==> src/inc/spc_pkg.sv <==
// Package for the serial port control block: offsets, fields, codes and carriers
package spc_pkg;

  // ******************************************************************
  // Register map
  // ******************************************************************
  localparam logic [3:0] SPC_ADDR_CTRL = 4'h0;
  localparam logic [3:0] SPC_ADDR_IRQ_STAT = 4'h1;
  localparam logic [3:0] SPC_ADDR_IRQ_MASK = 4'h2;
  localparam logic [3:0] SPC_ADDR_FORMAT = 4'h3;
  localparam logic [3:0] SPC_ADDR_PORT_STAT = 4'h4;

  // ******************************************************************
  // Control register fields
  // ******************************************************************
  localparam int SPC_BIT_TX_IRQ_ALLOW = 7;
  localparam int SPC_BIT_RX_IRQ_ALLOW = 6;
  localparam int SPC_BIT_TX_ALLOW = 5;
  localparam int SPC_BIT_RX_ALLOW = 4;
  localparam int SPC_BIT_ADDR_FILTER_WAIT = 3;
  localparam int SPC_BIT_TX_DONE_IRQ_ALLOW = 2;
  localparam logic [7:0] SPC_CTRL_RESET = 8'h00;

  // Format register fields
  localparam int SPC_BIT_COMM_MODE = 7;
  localparam int SPC_BIT_MULTIPROC_MODE = 2;
  localparam logic [7:0] SPC_FORMAT_RESET = 8'h00;

  // Sticky interrupt status bits
  localparam int SPC_EV_TX_EMPTY = 0;
  localparam int SPC_EV_RX_FULL = 1;
  localparam int SPC_EV_RX_ERROR = 2;
  localparam int SPC_EV_TX_END = 3;
  localparam logic [3:0] SPC_EV_RESET = 4'h0;

  // ******************************************************************
  // Clock source codes and pin modes
  // ******************************************************************
  localparam logic [1:0] SPC_CKS_INT = 2'h0;
  localparam logic [1:0] SPC_CKS_INT_OUT = 2'h1;
  localparam logic [1:0] SPC_CKS_EXT = 2'h2;
  localparam logic [1:0] SPC_CKS_RSVD = 2'h3;
  localparam int SPC_EXT_OVERSAMPLE = 16;

  typedef enum logic [1:0] {
    SPC_CLK_INTERNAL = 2'b00,
    SPC_CLK_DRIVE_OUT = 2'b01,
    SPC_CLK_EXTERNAL = 2'b11,
    SPC_CLK_RESERVED = 2'b10
  } spc_clk_mode_type;

  // ******************************************************************
  // Carriers
  // ******************************************************************
  typedef struct packed {
    logic tx_buffer_empty_flag;
    logic tx_finished_flag;
    logic rx_data_full_flag;
    logic overrun_flag;
    logic frame_fault_flag;
    logic parity_fault_flag;
  } spc_flags_type;

  typedef struct packed {
    logic tx_empty_irq;
    logic rx_full_irq;
    logic rx_error_irq;
    logic tx_end_irq;
  } spc_irq_type;

  typedef struct packed {
    logic valid;
    logic multiproc_bit;
    logic frame_fault;
    logic overrun;
    logic parity_fault;
  } spc_rx_char_type;

endpackage

==> src/logic/spc_clk_sel.sv <==
// Clock source decoder: selects bit timing source and serial clock pin direction
`timescale 1ns/1ps
module spc_clk_sel
  import spc_pkg::*;
(
  input wire logic clk_i,
  input wire logic rst_i,
  input wire logic comm_mode_i,
  input wire logic [1:0] clock_source_sel_i,
  input wire logic bit_clk_i,
  output spc_clk_mode_type clk_mode_o,
  output logic use_ext_clk_o,
  output logic serial_clock_pin_o,
  output logic serial_clock_pin_oe_o
);

  spc_clk_mode_type next_mode;
  spc_clk_mode_type mode;
  logic next_pin;
  logic pin;

  // ******************************************************************
  // Mode decode
  // ******************************************************************
  // Reserved codes fall back to internal timing with the pin undriven
  always_comb begin
    next_mode = SPC_CLK_RESERVED;
    if (!comm_mode_i) begin
      case (clock_source_sel_i)
        SPC_CKS_INT: next_mode = SPC_CLK_INTERNAL;
        SPC_CKS_INT_OUT: next_mode = SPC_CLK_DRIVE_OUT;
        SPC_CKS_EXT: next_mode = SPC_CLK_EXTERNAL;
        default: next_mode = SPC_CLK_RESERVED;
      endcase
    end else begin
      case (clock_source_sel_i)
        SPC_CKS_INT: next_mode = SPC_CLK_DRIVE_OUT;
        SPC_CKS_EXT: next_mode = SPC_CLK_EXTERNAL;
        default: next_mode = SPC_CLK_RESERVED;
      endcase
    end
    next_pin = (next_mode == SPC_CLK_DRIVE_OUT) ? bit_clk_i : 1'b0;
  end

  // Registered so the pin never glitches on a control write
  always_ff @(posedge clk_i or posedge rst_i) begin
    if (rst_i) begin
      mode <= SPC_CLK_INTERNAL;
      pin <= 1'b0;
    end else begin
      mode <= next_mode;
      pin <= next_pin;
    end
  end

  assign clk_mode_o = mode;
  assign use_ext_clk_o = (mode == SPC_CLK_EXTERNAL);
  assign serial_clock_pin_o = pin;
  assign serial_clock_pin_oe_o = (mode == SPC_CLK_DRIVE_OUT);

endmodule

==> src/logic/spc_ctrl.sv <==
// Serial port control: control register, enables, address filter and interrupts
//
// Overview of operation
// - Transmit empty request needs bit 7
// - Receive full and error need bit 6
// - Transmission allowed only with bit 5
// - Reception allowed only with bit 4
// - Filter wait acts only multiproc async
// - Filter wait discards characters with bit 0
// - Filter wait suppresses full, frame fault, overrun flags
// - Multiproc bit 1 clears wait, resumes
// - Transmit end request needs bit 2
// - Async code 00: internal timing, no pin
// - Async code 01: internal, drive bit clock
// - Async code 10: pin input, 16x rate
// - Sync code 00: internal clock driven out
// - Sync code 10: pin is clock input
// - Transmit disabled holds empty, end flags high
// - Receive disable keeps last multiproc bit
// - Mode bit: 0 async, 1 sync
//
// The implementer's own choices: the address-and-strobe port and the address map.
`timescale 1ns/1ps
module spc_ctrl
  import spc_pkg::*;
(
  input wire logic clk_i,
  input wire logic rst_i,
  input wire logic [3:0] addr_i,
  input wire logic [7:0] wdata_i,
  input wire logic wr_i,
  input wire logic rd_i,
  output logic [7:0] rdata_o,
  input wire spc_flags_type flags_i,
  input wire spc_rx_char_type rx_char_i,
  input wire logic bit_clk_i,
  output spc_flags_type flags_o,
  output spc_rx_char_type rx_char_o,
  output logic tx_allow_o,
  output logic rx_allow_o,
  output logic rx_multiproc_bit_o,
  output logic use_ext_clk_o,
  output logic serial_clock_pin_o,
  output logic serial_clock_pin_oe_o,
  output spc_irq_type irq_req_o,
  output logic irq_o
);

  // ******************************************************************
  // State
  // ******************************************************************
  logic [7:0] serial_ctrl_reg;
  logic [7:0] next_serial_ctrl_reg;
  logic [7:0] serial_format_reg;
  logic [7:0] next_serial_format_reg;
  logic [3:0] irq_stat;
  logic [3:0] next_irq_stat;
  logic [3:0] irq_mask;
  logic [3:0] next_irq_mask;
  logic rx_multiproc_bit;
  logic next_rx_multiproc_bit;
  logic [7:0] rdata;
  logic [7:0] next_rdata;
  spc_irq_type irq_req;
  spc_irq_type irq_req_d;
  spc_flags_type flags_eff;
  logic filter_active;
  logic skip_char;
  logic wake_char;
  logic [3:0] rise;

  // Write decode shared by every writable register
  function automatic logic wr_hit(input logic [3:0] a, input logic [3:0] target, input logic w);
    wr_hit = w && (a == target);
  endfunction

  // ******************************************************************
  // Address filter and flag shaping
  // ******************************************************************
  // The wait bit is meaningless outside multiprocessor async operation
  always_comb begin
    filter_active = serial_ctrl_reg[SPC_BIT_ADDR_FILTER_WAIT] &&
                    serial_format_reg[SPC_BIT_MULTIPROC_MODE] &&
                    !serial_format_reg[SPC_BIT_COMM_MODE];
    skip_char = filter_active && rx_char_i.valid && !rx_char_i.multiproc_bit;
    wake_char = filter_active && rx_char_i.valid && rx_char_i.multiproc_bit;
    rx_char_o = rx_char_i;
    // Filtered characters reach neither the buffer nor the frame and overrun flags
    if (skip_char || !serial_ctrl_reg[SPC_BIT_RX_ALLOW]) begin
      rx_char_o.valid = 1'b0;
    end
    // The address character itself is received with normal fault reporting
    if (filter_active && !wake_char) begin
      rx_char_o.frame_fault = 1'b0;
      rx_char_o.overrun = 1'b0;
    end
    flags_eff = flags_i;
    if (filter_active) begin
      flags_eff.rx_data_full_flag = 1'b0;
      flags_eff.frame_fault_flag = 1'b0;
      flags_eff.overrun_flag = 1'b0;
    end
    if (!serial_ctrl_reg[SPC_BIT_TX_ALLOW]) begin
      flags_eff.tx_buffer_empty_flag = 1'b1;
      flags_eff.tx_finished_flag = 1'b1;
    end
  end

  assign flags_o = flags_eff;
  assign tx_allow_o = serial_ctrl_reg[SPC_BIT_TX_ALLOW];
  assign rx_allow_o = serial_ctrl_reg[SPC_BIT_RX_ALLOW];
  assign rx_multiproc_bit_o = rx_multiproc_bit;

  // ******************************************************************
  // Interrupt requests
  // ******************************************************************
  always_comb begin
    irq_req.tx_empty_irq = serial_ctrl_reg[SPC_BIT_TX_IRQ_ALLOW] &&
                           flags_eff.tx_buffer_empty_flag;
    irq_req.rx_full_irq = serial_ctrl_reg[SPC_BIT_RX_IRQ_ALLOW] &&
                          flags_eff.rx_data_full_flag;
    irq_req.rx_error_irq = serial_ctrl_reg[SPC_BIT_RX_IRQ_ALLOW] &&
                           (flags_eff.overrun_flag || flags_eff.frame_fault_flag ||
                            flags_eff.parity_fault_flag);
    irq_req.tx_end_irq = serial_ctrl_reg[SPC_BIT_TX_DONE_IRQ_ALLOW] &&
                         flags_eff.tx_finished_flag;
    rise = 4'h0;
    rise[SPC_EV_TX_EMPTY] = irq_req.tx_empty_irq && !irq_req_d.tx_empty_irq;
    rise[SPC_EV_RX_FULL] = irq_req.rx_full_irq && !irq_req_d.rx_full_irq;
    rise[SPC_EV_RX_ERROR] = irq_req.rx_error_irq && !irq_req_d.rx_error_irq;
    rise[SPC_EV_TX_END] = irq_req.tx_end_irq && !irq_req_d.tx_end_irq;
  end

  assign irq_req_o = irq_req;
  assign irq_o = |(irq_stat & irq_mask);

  // ******************************************************************
  // Register next values
  // ******************************************************************
  // A rising request in the read cycle survives the read clear
  always_comb begin
    next_serial_ctrl_reg = serial_ctrl_reg;
    next_serial_format_reg = serial_format_reg;
    next_irq_mask = irq_mask;
    next_irq_stat = irq_stat;
    next_rx_multiproc_bit = rx_multiproc_bit;
    next_rdata = 8'h00;
    if (wr_hit(addr_i, SPC_ADDR_CTRL, wr_i)) begin
      next_serial_ctrl_reg = wdata_i;
    end
    if (wake_char) begin
      next_serial_ctrl_reg[SPC_BIT_ADDR_FILTER_WAIT] = 1'b0;
    end
    if (wr_hit(addr_i, SPC_ADDR_FORMAT, wr_i)) begin
      next_serial_format_reg = wdata_i;
    end
    if (wr_hit(addr_i, SPC_ADDR_IRQ_MASK, wr_i)) begin
      next_irq_mask = wdata_i[3:0];
    end
    // Kept while reception is off so software can still read it
    if (serial_ctrl_reg[SPC_BIT_RX_ALLOW] && rx_char_i.valid) begin
      next_rx_multiproc_bit = rx_char_i.multiproc_bit;
    end
    if (rd_i) begin
      case (addr_i)
        SPC_ADDR_CTRL: next_rdata = serial_ctrl_reg;
        SPC_ADDR_IRQ_STAT: begin
          next_rdata = {4'h0, irq_stat};
          next_irq_stat = 4'h0;
        end
        SPC_ADDR_IRQ_MASK: next_rdata = {4'h0, irq_mask};
        SPC_ADDR_FORMAT: next_rdata = serial_format_reg;
        SPC_ADDR_PORT_STAT: next_rdata = {flags_eff.tx_buffer_empty_flag, flags_eff.rx_data_full_flag,
                                          flags_eff.overrun_flag, flags_eff.frame_fault_flag,
                                          flags_eff.parity_fault_flag, flags_eff.tx_finished_flag,
                                          rx_multiproc_bit, use_ext_clk_o};
        default: next_rdata = 8'h00;
      endcase
    end
    next_irq_stat = next_irq_stat | rise;
  end

  // Register stage only
  always_ff @(posedge clk_i or posedge rst_i) begin
    if (rst_i) begin
      serial_ctrl_reg <= SPC_CTRL_RESET;
      serial_format_reg <= SPC_FORMAT_RESET;
      irq_stat <= SPC_EV_RESET;
      irq_mask <= SPC_EV_RESET;
      rx_multiproc_bit <= 1'b0;
      rdata <= 8'h00;
      irq_req_d <= '0;
    end else begin
      serial_ctrl_reg <= next_serial_ctrl_reg;
      serial_format_reg <= next_serial_format_reg;
      irq_stat <= next_irq_stat;
      irq_mask <= next_irq_mask;
      rx_multiproc_bit <= next_rx_multiproc_bit;
      rdata <= next_rdata;
      irq_req_d <= irq_req;
    end
  end

  assign rdata_o = rdata;

  // ******************************************************************
  // Clock source selection
  // ******************************************************************
  // Low two control bits carry the clock source code
  spc_clk_sel u_clk_sel (
    .clk_i(clk_i),
    .rst_i(rst_i),
    .comm_mode_i(serial_format_reg[SPC_BIT_COMM_MODE]),
    .clock_source_sel_i(serial_ctrl_reg[1:0]),
    .bit_clk_i(bit_clk_i),
    .clk_mode_o(),
    .use_ext_clk_o(use_ext_clk_o),
    .serial_clock_pin_o(serial_clock_pin_o),
    .serial_clock_pin_oe_o(serial_clock_pin_oe_o)
  );

endmodule

==> config.mk <==
export PLATFORM = sky130hd
export DESIGN_NAME = spc_ctrl
export DESIGN_NICKNAME = d
export VERILOG_FILES = /design/src/inc/spc_pkg.sv /design/src/logic/spc_clk_sel.sv /design/src/logic/spc_ctrl.sv
export SDC_FILE = /design/constraint.sdc
export NUM_CORES = 1
export LEC_CHECK = 0
export BUFFER_PORTS_ARGS = -buffer_cell sky130_fd_sc_hd__buf_2
export CORE_MARGIN = 2
export CORE_UTILIZATION = 55
export DETAILED_ROUTE_END_ITERATION = 8
export PLACE_DENSITY = 0.85
export SETUP_SLACK_MARGIN = 0.2
export SYNTH_ARGS = -nofsm -noshare
export SYNTH_HDL_FRONTEND = slang
export SYNTH_SLANG_ARGS = --single-unit
==> constraint.sdc <==
create_clock -name clk_i -period 1.9 [get_ports clk_i]
set_input_delay 0 -clock clk_i [delete_from_list [all_inputs] [get_ports clk_i]]
set_output_delay 0 -clock clk_i [all_outputs]
set_load 0.05 [all_outputs]
* After elaboration in Yosys (flattened, before gate mapping)
Cells that the tools add are included. W data, S select, Z words.
Cells by class: equal/unequal tests 9, muxes and demuxes 14, bitwise gates (word level) 2, reductions and logical operators 33
Operators by type and width (count):
- $pmux W8 S5 | 1
- $logic_and A1 B1 Y1 | 18
- $mux W4 | 3
- $eq A4 B2 Y1 const B | 2
- $logic_not A1 Y1 | 8
- $mux W8 | 1
- $eq A2 B1 Y1 const B | 3
- $mux W2 | 3
- $pmux W2 S3 | 1
- $and A4 B4 Y4 | 1
- $eq A2 B2 Y1 const B | 2
- $eq A4 B1 Y1 const B | 1
- $eq A4 B3 Y1 const B | 1
- $logic_not A4 Y1 | 1
- $or A4 B4 Y4 | 1
- $pmux W2 S2 | 1
- $reduce_or A4 Y1 | 1
- $logic_or A1 B1 Y1 | 3
- $mux W1 | 3
- $mux W3 | 1
- $logic_not A2 Y1 | 1
- $reduce_bool A2 Y1 | 1
Word-level totals: bits in registers 40, input bits 28, logic and storage cells 71

* Longest topological paths before layout
Gate-level depths: netlist (run 1).
depth in word-level cells 8, depth in mapped cells 5

* Modules after synthesis
Synthesis (run 1) repeated with hierarchy kept, for this count alone.
Unflattened totals: cell total of the unflattened synthesis 176, area, all modules 2039.5 µm²
Modules (own cells, without submodules):
- spc_ctrl | instances 1, cells an instance 158, area an instance 1861.8 µm²
- spc_clk_sel | instances 1, cells an instance 18, area an instance 177.7 µm²

* Least setup slack after synthesis (run 1)
No wires, ideal clock.
path kind register to register, from register serial_ctrl_reg[5], to register irq_stat[3], data arrival time 1.833 ns, required time 1.779 ns, setup slack -0.054 ns, stages on the path, launching flop included 4, buffers on the path 0, clock period less this slack 1.954 ns, cell sequence dfrtp_1 nand2b_1 and2_1 a22o_1
RTL lines:
- start, declared | RTL line spc_ctrl.sv:52 | logic [7:0] serial_ctrl_reg;
- start signal, assigned | RTL line spc_ctrl.sv:194 | serial_ctrl_reg <= next_serial_ctrl_reg;
- end signal, assigned | RTL line spc_ctrl.sv:196 | irq_stat <= next_irq_stat;
- end, declared | RTL line spc_ctrl.sv:56 | logic [3:0] irq_stat;

==> results of run 1 <==
-- area by class of cell --
cell class / count / area share (%)
flip-flops and latches: 40 / 39.7
multi-input cells: 116 / 35.7
repair buffers: 76 / 19.0
clock buffers: 8 / 2.33
well taps: 46 / 2.28
inverters: 7 / 1.04
-- metrics by stage --
| stage | power, mW | setup WS [ns] |
|---|---|---|
| after floorplan | 1.86 | 0.316 |
| after global placement | 2.07 | 0.458 |
| after detailed placement | 2.09 | 0.475 |
| after CTS | 2.56 | 0.258 |
| after global routing | 2.73 | 0.202 |
| final | 2.57 | 0.304 |
-- cell usage in the layout, fill, tap and decap left out, drive strengths merged, types with 2 or more instances in the layout --
cell and count:
dlygate4sd3 17, nor3b 6, a21oi 9, a22o 3, and2 8, nand4 2, and3 5, clkbuf 8
mux2 26, ha 4, nor2b 2, nand3b 4, a22oi 3, a31oi 3, nand2 7, nor3 2
dfrtp 40, nand2b 4, nand3 7, nor2 7, inv 7, nand4b 2, buf 59, o21ai 5
-- cells by family (layout without fill, tap and decap cells) --
logic type      count (synthesis)  count (layout)  share of synthesized area (%)
mux                            27              27                           15.2
fa+ha+maj                       4               4                           2.51
compound gates                 26              26                           8.23
buf+inv                        16              91                           4.84
flops                          40              40                           50.3
simple gates                   59              59                           19.0
-- metal layers --
metal | vias to the layer above | part of all wire (%) | routed length (µm)
li1 | 761 | - | -
met1 | 784 | 45 | 2090
met2 | 49 | 48 | 2210
met3 | 8 | 5.5 | 256
met4 | 0 | 1.3 | 60
met5 | - | 0 | 0
-- synth_stat cells, drive strengths merged --
library cell	number	area, µm²
a31oi	3	18.8
and3	5	31.3
ha	4	50.1
o2bb2ai	1	8.76
clkbuf	1	3.75
a22oi	3	22.5
a21oi	9	45.0
inv	7	26.3
a22o	3	26.3
a32oi	1	8.76
buf	8	66.3
dfrtp	40	1000
a211o	1	8.76
mux2	26	293
nand2b	4	25.0
nand4	2	18.8
nand3b	4	30.0
nor3b	6	45.0
or2	1	6.26
nand4b	2	17.5
nand2	7	26.3
or4	1	7.51
nand3	7	40.0
nor3	2	15.0
nor4b	1	23.8
o21ai	5	25.0
mux2i	1	10.0
nor2b	2	12.5
nor2	7	28.8
and2	8	50.1
-- how the worst max path moves through the flow --
stage	startpoint	endpoint	slack [ns]
5_1_grt	serial_format_reg[7]$_DFFE_PP0P_	rx_char_o[2]	0.20
6_report	serial_format_reg[7]$_DFFE_PP0P_	rx_char_o[1]	0.30
3_3_place_gp	serial_format_reg[7]$_DFFE_PP0P_	irq_stat[1]$_DFF_PP0_	0.46
4_1_cts	serial_format_reg[7]$_DFFE_PP0P_	rx_char_o[1]	0.26
3_5_place_dp	serial_format_reg[7]$_DFFE_PP0P_	irq_stat[1]$_DFF_PP0_	0.47
2_1_floorplan	serial_ctrl_reg[5]$_DFFE_PP0P_	irq_stat[3]$_DFF_PP0_	0.32
-- power by group --
part	total [mW]	leakage, nW	switching [mW]	internal (mW)
Clock	0.446	0.0326	0.263	0.183
Combinational	0.973	0.666	0.622	0.351
Sequential	1.16	0.492	0.129	1.03
-- timing repair --
item                                   in CTS  in global routing
hold buffers                               17                  0
setup endpoints to repair                   4                  4
setup buffers                               1                  1
endpoints found under the hold margin      68                  0
gates resized for setup                     0                  5
==> qor.yml, run 1 <==
setup_path:
  r2r_setup_slack_ns: 0.62
  crit_cells: 5
  r2r-end: "u_clk_sel.serial_clock_pin_o$_DFF_PP0_"
  cp_max_fo: 11
  critPathLaunchType: "flop"
  crit_arrival_ns: 1.60
  cp.required_ns: 1.90
  max_stage_delay_ns: 0.42
  cp-end-kind: "output pin"
  path_buf_inv: 2
  crit_family: "simple AND/OR/NAND/NOR gates"
  reg2reg_from: "serial_ctrl_reg[1]$_DFFE_PP0P_"
  cp_slowest_cell: "dfrtp_2"
  path_cells: "nand3b_1 > buf_4 > nand2b_1 > and2_1 > buf_4"
  critPathMostFrequentCell: "buf_4"
  crit_type: "flop to output pin"
  rr_worst_depth: 5
sta:
  whs_ns: 0.000109
  setup_viol: 0
  slew_viol_final: 0
  period_share_pct: 84.0
  fmax_mhz: 627
  slew_headroom_pct: 66.9
  rsz0062_at_grt: "no"
  finalSetupTns_ns: 0
  hold_viol_final: 0
  min_period_ns: 1.60
  worstMarginPinSlew_ns: 0.496
  fin_skew_ns: 0.00266
place:
  gp_congestion: 0.887
  dp.cells: 266
  dp_hpwl_um: 3060
  io_buffers: 55
  place_area_um2: 2280
min_path:
  min_to: "rx_char_o[0]"
  hp-start: "rx_char_i[0]"
  hold_path_depth: 0
  hp-class: "input pin to output pin"
synthesis:
  syn_inst: 172
  syn_nets: 204
  synth-seq-cells: 40
  synthDistinctLibCells: 36
  syn_avg_cell_area_um2: 11.6
  ys_seq_area_share_pct: 50.3
  ys_warn_count: 0
  syn_area_um2: 1990
clock_network:
  ctsHtreeMaxLevel: 2
  tritoncts: "built"
  cts_buffers: 5
  clk_latency_ns: 0.34
  clock_sinks: 40
  cts-root-buf: "clkbuf_4"
  cts.clk_slew.worst_paths_ns: 0.11
  cts.path.max_buffers: 2
layout:
  num-nets-final: 278
  area_delta_synth_final_pct: 26.9
  fillers: 261
  regArea_um2: 1000
  final_util_pct: 74.0
  fin_cells: 293
  stdcell_area_um2: 2530
  multi_input_area_um2: 902
  n_antenna_cell: 0
  drive_above_1_share_pct: 41.3
routing:
  vias: 1602
  wl_um: 4620
  wl_per_cell_um: 15.8
  drc: 0
  first_pass_iters: 4
  vias_per_cell: 5.47
  antenna_violating_nets_post_route: 0
  drt_iter0_markers: 107
power_and_ir_drop:
  ir_drop_v: 0.000826
  powerDensity_nw_per_um2: 1020
  leakage_nw: 1.19
run_status:
  status: "finished, final reports clean"
floorplanning:
  core-area_um2: 3420
  dieArea_um2: 4120
  fp.dieH_um: 64.2
  dieWidth_um: 64.2
  num_io_pins: 58
  start_util_pct: 58.3
  rows: 21
grt:
  gr-usage-met2_pct: 36.8
  grt_pass1_vias: 1476
  grt_max_degree: 41
  grtUsageTotal_pct: 24.6
  grt_pass1_wl_um: 7530
  top_usage_layer: "met2"
  grt_overflow_total: 0
  use_met3_pct: 4.75
  antenna_found_initial: 0
  use_met1_pct: 36.1
run:
  cap_violations: 0
No activity file was read; power rests on OpenSTA's default activity.
==> run 2: changes to the inputs <==
CORE_UTILIZATION = 51   (was 55)
PLACE_DENSITY = 0.8   (was 0.85)
clock period = 1.7 ns   (was 1.9 ns; I/O delays follow)
==> run 2 against run 1 <==
Compared with the run above: via count rose by 4.9%; register-to-register slack got worse by 0.17 ns; power rose by 24%; first-iteration DRC count rose by 10%; clock skew rose by 0.0038 ns; largest cell class unchanged; clock power rose by 47%; die area rose by 7.3%; sequential cell count did not move; sequential power rose by 13%.
==> qor.yml, run 2 (same netlist as run 1, synthesis figures left out) <==
setup_path:
  crit_type: "flop to output pin"
  critPathLaunchType: "flop"
  cp_max_fo: 3  # -8
  crit_arrival_ns: 1.46  # -0.14 ns
  cp-end-kind: "output pin"
  cp.required_ns: 1.70  # -0.20 ns
sta:
  hold_viol_final: 0  # unchanged
  setup_viol: 0  # unchanged
  slew_headroom_pct: 67.5  # +0.60 points
  min_period_ns: 1.46
  worstMarginPinSlew_ns: 0.487  # -0.00906 ns
  slew_viol_final: 0  # unchanged
  fmax_mhz: 683
  whs_ns: 0.0000220  # -0.0000866 ns
  rsz0062_at_grt: "no"
  fin_skew_ns: 0.00645  # +0.00378 ns
  finalSetupTns_ns: 0  # unchanged
  period_share_pct: 86.1
run:
  cap_violations: 0  # unchanged
layout:
  num-nets-final: 279  # +0.36%
  final_common_cell: "buf_2"
  n_antenna_cell: 0  # unchanged
  fillers: 264  # +1.1%
  stdcell_area_um2: 2670  # +5.4%
  area_delta_synth_final_pct: 33.8
  final_util_pct: 71.7  # -2.3 points
  drive_above_1_share_pct: 47.2  # +5.9 points
  final_cell_mix: "48 x buf_2, 39 x dfrtp_1, 26 x mux2_2"
  fin_cells: 296  # +1.0%
power_and_ir_drop:
  switching_share_pct: 38.4  # -0.98 points
  powerDensity_nw_per_um2: 1190  # +17%
  power.share.combinational_pct: 38.4  # +0.6 points
  leakage_nw: 1.25  # +5.3%
  seqPwrFrac_pct: 41.0  # -3.9 points
  clkPwrFrac_pct: 20.6  # +3.3 points
  ir_drop_v: 0.000537  # -35%
  switchingPower_mw: 1.22  # +21%
  power.internal_mw: 1.96  # +26%
clock_network:
  tritoncts: "built"
  cts_buffers: 5  # unchanged
  clk_latency_ns: 0.30  # -0.04 ns
  cts.path.max_buffers: 2  # unchanged
  ctsHtreeMaxLevel: 2  # unchanged
  cts.clk_slew.worst_paths_ns: 0.08  # -0.03 ns
  clock_sinks: 40  # unchanged
  cts-root-buf: "clkbuf_8"
floorplanning:
  num_io_pins: 58  # unchanged
  dieWidth_um: 66.5  # +3.6%
  dieArea_um2: 4420  # +7.3%
  fp.dieH_um: 66.5  # +3.6%
  start_util_pct: 53.6  # -4.7 points
  rows: 22  # +4.8%
  core-area_um2: 3720  # +8.8%
place:
  gp_congestion: 0.837  # -5.6%
  place_area_um2: 2300  # +0.77%
  dp_hpwl_um: 3220  # +5.1%
  io_buffers: 55  # unchanged
  dp.cells: 269  # +1.1%
routing:
  antenna_violating_nets_post_route: 0  # unchanged
  vias_per_cell: 5.68  # +3.8%
  drt_iter0_markers: 118  # +10%
  wl_per_cell_um: 17.0  # +7.5%
  first_pass_iters: 7  # +3
  wl_um: 5020  # +8.6%
  drc: 0  # unchanged
  vias: 1680  # +4.9%
grt:
  antenna_found_initial: 0  # unchanged
  grt_max_degree: 41  # unchanged
  grt_pass1_wl_um: 8070  # +7.2%
  grtUsageTotal_pct: 24.8  # +0.23 points
  grt_overflow_total: 0  # unchanged
  grt_pass1_vias: 1628  # +10%
run_status:
  status: "finished, final reports clean"
min_path:
  hp-class: "input pin to output pin"
run 2: layer usage:
| layer | track usage (%) | vias up | wire (µm) |
|---|---|---|---|
| met4 | 9.18 | 0 | 105 |
| met5 | 0 | - | 0 |
| li1 | - | 767 | - |
| met3 | 5.74 | 12 | 368 |
| met2 | 41.0 | 80 | 2540 |
| met1 | 31.7 | 821 | 2010 |
run 2: layout make-up:
type / instances / area (µm²) / share of cell area (%)
multi-input cells: 116 / 941 / 35.3
repair buffers: 77 / 542 / 20.3
inverters: 7 / 26.3 / 0.986
flip-flops and latches: 40 / 1000 / 37.6
clock buffers: 7 / 86.3 / 3.24
clock inverters: 1 / 7.51 / 0.282
well taps: 48 / 60.1 / 2.25
run 2: power by group through the flow:
stage	registers, mW	logic (mW)	clock network [mW]
6_report	1.31	1.22	0.656
3_5_place_dp	1.32	1.05	0
4_1_cts	1.30	1.19	0.670
2_1_floorplan	1.36	0.727	0
5_1_grt	1.33	1.30	0.700
3_3_place_gp	1.31	1.03	0
run 2: critical path: stages, from the launching register on:
cell	delay, ns
dfrtp_1	0.39
nand3b_1	0.19
buf_4	0.17
a21oi_2	0.20
nor2b_4	0.06
buf_6	0.15
run 2: repair_timing:
action / in CTS / in global routing
endpoints found under the setup margin: 7 / 8
setup buffers: 3 / 2
hold buffers: 14 / 0
resized for setup: 28 / 1
pin swaps: 6 / 0
hold endpoints to repair: 64 / 0
run 2: final timing paths:
check | endpoint | from | slack, ns | cells after the start
max | irq_req_o[1] | serial_format_reg[7]$_DFFE_PP0P_ | 0.24 | 5
min | rx_char_o[0] | rx_char_i[0] | 0.00002 | 0
max reg2reg | irq_stat[2]$_DFF_PP0_ | serial_format_reg[7]$_DFFE_PP0P_ | 0.45 | 5
min reg2reg | serial_format_reg[0]$_DFFE_PP0P_ | serial_format_reg[0]$_DFFE_PP0P_ | 0.51 | 1
max in group asynchronous | serial_ctrl_reg[5]$_DFFE_PP0P_ | rst_i | 0.97 | 4
min in group asynchronous | irq_stat[3]$_DFF_PP0_ | rst_i | 0.35 | 4
run 2: per-stage QoR:
step           worst slack, ns  power, mW
2_1_floorplan            0.200       2.09
3_3_place_gp             0.389       2.34
3_5_place_dp             0.346       2.37
4_1_cts                  0.184       3.15
5_1_grt                  0.204       3.32
6_report                 0.237       3.18
==> run 3: changes to the inputs <==
CORE_ASPECT_RATIO = 1.75   (was default)
GPL_ROUTABILITY_DRIVEN = 0   (was default)
SETUP_SLACK_MARGIN = 0.3   (was 0.2)
==> run 3 against run 2 <==
Compared with the run above: fmax barely moved; critical path depth did not move; register-to-register slack got worse by 0.10 ns; worst hold slack barely moved; wire length fell by 8.9%; sequential power barely moved; via count fell by 4.9%.
==> qor.yml, run 3 (same netlist as run 1, synthesis figures left out) <==
sta:
  fmax_mhz: 683  # about the same
  min_period_ns: 1.46  # +0.00117 ns
  whs_ns: 0.0000220  # +0.0000000381 ns
  hold_viol_final: 0  # unchanged
  worstMarginPinSlew_ns: 0.481  # -0.00620 ns
  fin_ws_ns: 0.236  # -0.00118 ns
  rsz0062_at_grt: "yes"
  setup_viol: 0  # unchanged
  slew_viol_final: 0  # unchanged
  fin_skew_ns: 0.00977  # +0.00333 ns
  period_share_pct: 86.1  # about the same
  slew_headroom_pct: 67.8  # +0.28 points
  finalSetupTns_ns: 0  # unchanged
floorplanning:
  rows: 30  # +36%
  num_io_pins: 58  # unchanged
  core-area_um2: 3830  # +3.0%
  dieWidth_um: 51.2  # -23%
  fp.dieH_um: 86.7  # +30%
  dieArea_um2: 4440  # +0.44%
  start_util_pct: 52.0  # -1.6 points
setup_path:
  critPathLaunchType: "flop"
  cp.required_ns: 1.70  # about the same
  rr_worst_depth: 5  # unchanged
  cp_slowest_cell: "dfrtp_1"
  max_stage_delay_ns: 0.37  # -0.02 ns
  cp-end-kind: "output pin"
  r2r-end: "irq_stat[1]$_DFF_PP0_"
  critPathMostFrequentCell: "buf_6"
  crit_type: "flop to output pin"
  r2r_setup_slack_ns: 0.35  # -0.10 ns
  reg2reg_from: "serial_format_reg[7]$_DFFE_PP0P_"
  cp_max_fo: 2  # -1
  crit_arrival_ns: 1.46  # about the same
  path_cells: "nand3b_1 > buf_6 > nand2b_4 > and2_4 > buf_6"
layout:
  n_antenna_cell: 0  # unchanged
  area_delta_synth_final_pct: 34.3
  fillers: 293  # +11%
  stdcell_area_um2: 2680  # +0.38%
  drive_above_1_share_pct: 48.4  # +1.2 points
  final_cell_mix: "47 x buf_2, 39 x dfrtp_1, 26 x mux2_2"
  fin_cells: 296  # unchanged
  num-nets-final: 279  # unchanged
  final_util_pct: 69.9  # -1.8 points
  final_common_cell: "buf_2"
grt:
  grt_max_degree: 41  # unchanged
  grtUsageTotal_pct: 22.0  # -2.8 points
  grt_overflow_total: 0  # unchanged
  antenna_found_initial: 0  # unchanged
  grt_pass1_wl_um: 7190  # -11%
  grt_pass1_vias: 1549  # -4.9%
clock_network:
  tritoncts: "built"
  cts.path.max_buffers: 2  # unchanged
  ctsHtreeMaxLevel: 2  # unchanged
  cts_buffers: 5  # unchanged
  clk_latency_ns: 0.30  # about the same
  cts-root-buf: "clkbuf_8"
  cts.clk_slew.worst_paths_ns: 0.08  # about the same
  clock_sinks: 40  # unchanged
place:
  io_buffers: 55  # unchanged
  place_area_um2: 2290  # -0.22%
  place_ws_ns: 0.196  # -0.150 ns
  dp.cells: 268  # -0.37%
  dp_hpwl_um: 3190  # -0.95%
min_path:
  min_to: "rx_char_o[0]"
  hp-class: "input pin to output pin"
  hold_path_depth: 0  # unchanged
  hp-start: "rx_char_i[0]"
routing:
  antenna_violating_nets_post_route: 0  # unchanged
  wl_per_cell_um: 15.4  # -8.9%
  first_pass_iters: 4  # -3
  drt_iter0_markers: 38  # -68%
  wl_um: 4570  # -8.9%
  drc: 0  # unchanged
  vias_per_cell: 5.40  # -4.9%
  vias: 1598  # -4.9%
power_and_ir_drop:
  power_mw: 3.18  # -0.12%
  leakage_nw: 1.25  # -0.20%
  ir_drop_v: 0.000949  # +77%
  powerDensity_nw_per_um2: 1190  # -0.49%
run:
  cap_violations: 0  # unchanged
run_status:
  status: "finished, final reports clean"
[run 3: cell count changes in the layout (fill, tap and decap cells not counted), sizes merged]
cell and change:
clkbuf -1, dlygate4sd3 -2, clkinvlp +1, buf +2
[run 3: metal layers]
| layer | share of wire [%] | track usage, % |
|---|---|---|
| met5 | 0 | 0 |
| met4 | 2.4 | 10.3 |
| met3 | 4.6 | 4.83 |
| met2 | 54 | 38.0 |
| met1 | 39 | 25.5 |
[run 3: worst max-delay path by stage]
stage,startpoint,end,slack [ns],depth (start not counted)
after floorplan,serial_ctrl_reg[5]$_DFFE_PP0P_,irq_stat[3]$_DFF_PP0_,0.20,3
after global placement,serial_format_reg[7]$_DFFE_PP0P_,irq_req_o[1],0.27,4
after detailed placement,serial_format_reg[7]$_DFFE_PP0P_,irq_req_o[1],0.20,4
after CTS,serial_format_reg[7]$_DFFE_PP0P_,irq_req_o[1],0.28,5
after global routing,serial_format_reg[7]$_DFFE_PP0P_,irq_req_o[1],0.19,5
final,serial_format_reg[7]$_DFFE_PP0P_,rx_char_o[2],0.24,5
[run 3: where the power goes]
group / switching, mW / internal, mW
sequential: 0.144 / 1.15
combinational: 0.724 / 0.501
clock: 0.333 / 0.328
total: 1.20 / 1.98
[run 3: final cells by class]
type / count / area (µm²) / area share (%)
Clock buffer: 6 / 82.6 / 3.09
Sequential cell: 40 / 1000 / 37.5
Clock inverter: 2 / 15.0 / 0.561
Multi-Input combinational cell: 116 / 953 / 35.6
Inverter: 7 / 26.3 / 0.982
Tap cell: 48 / 60.1 / 2.25
Timing Repair Buffer: 77 / 536 / 20.0
[run 3: repair_timing]
action	4_1_cts	5_1_grt
gates resized for setup	16	17
hold buffers	12	0
hold endpoints to repair	62	0
setup endpoints to repair	11	8
pin swaps	3	3
setup buffers	4	4
[run 3: critical path: cells and delay by family, from the launching register on]
| family | cells | cell delay, ns |
|---|---|---|
| buffers and inverters | 2 | 0.30 |
| and+or+nand+nor | 3 | 0.48 |
| DFF | 1 | 0.37 |
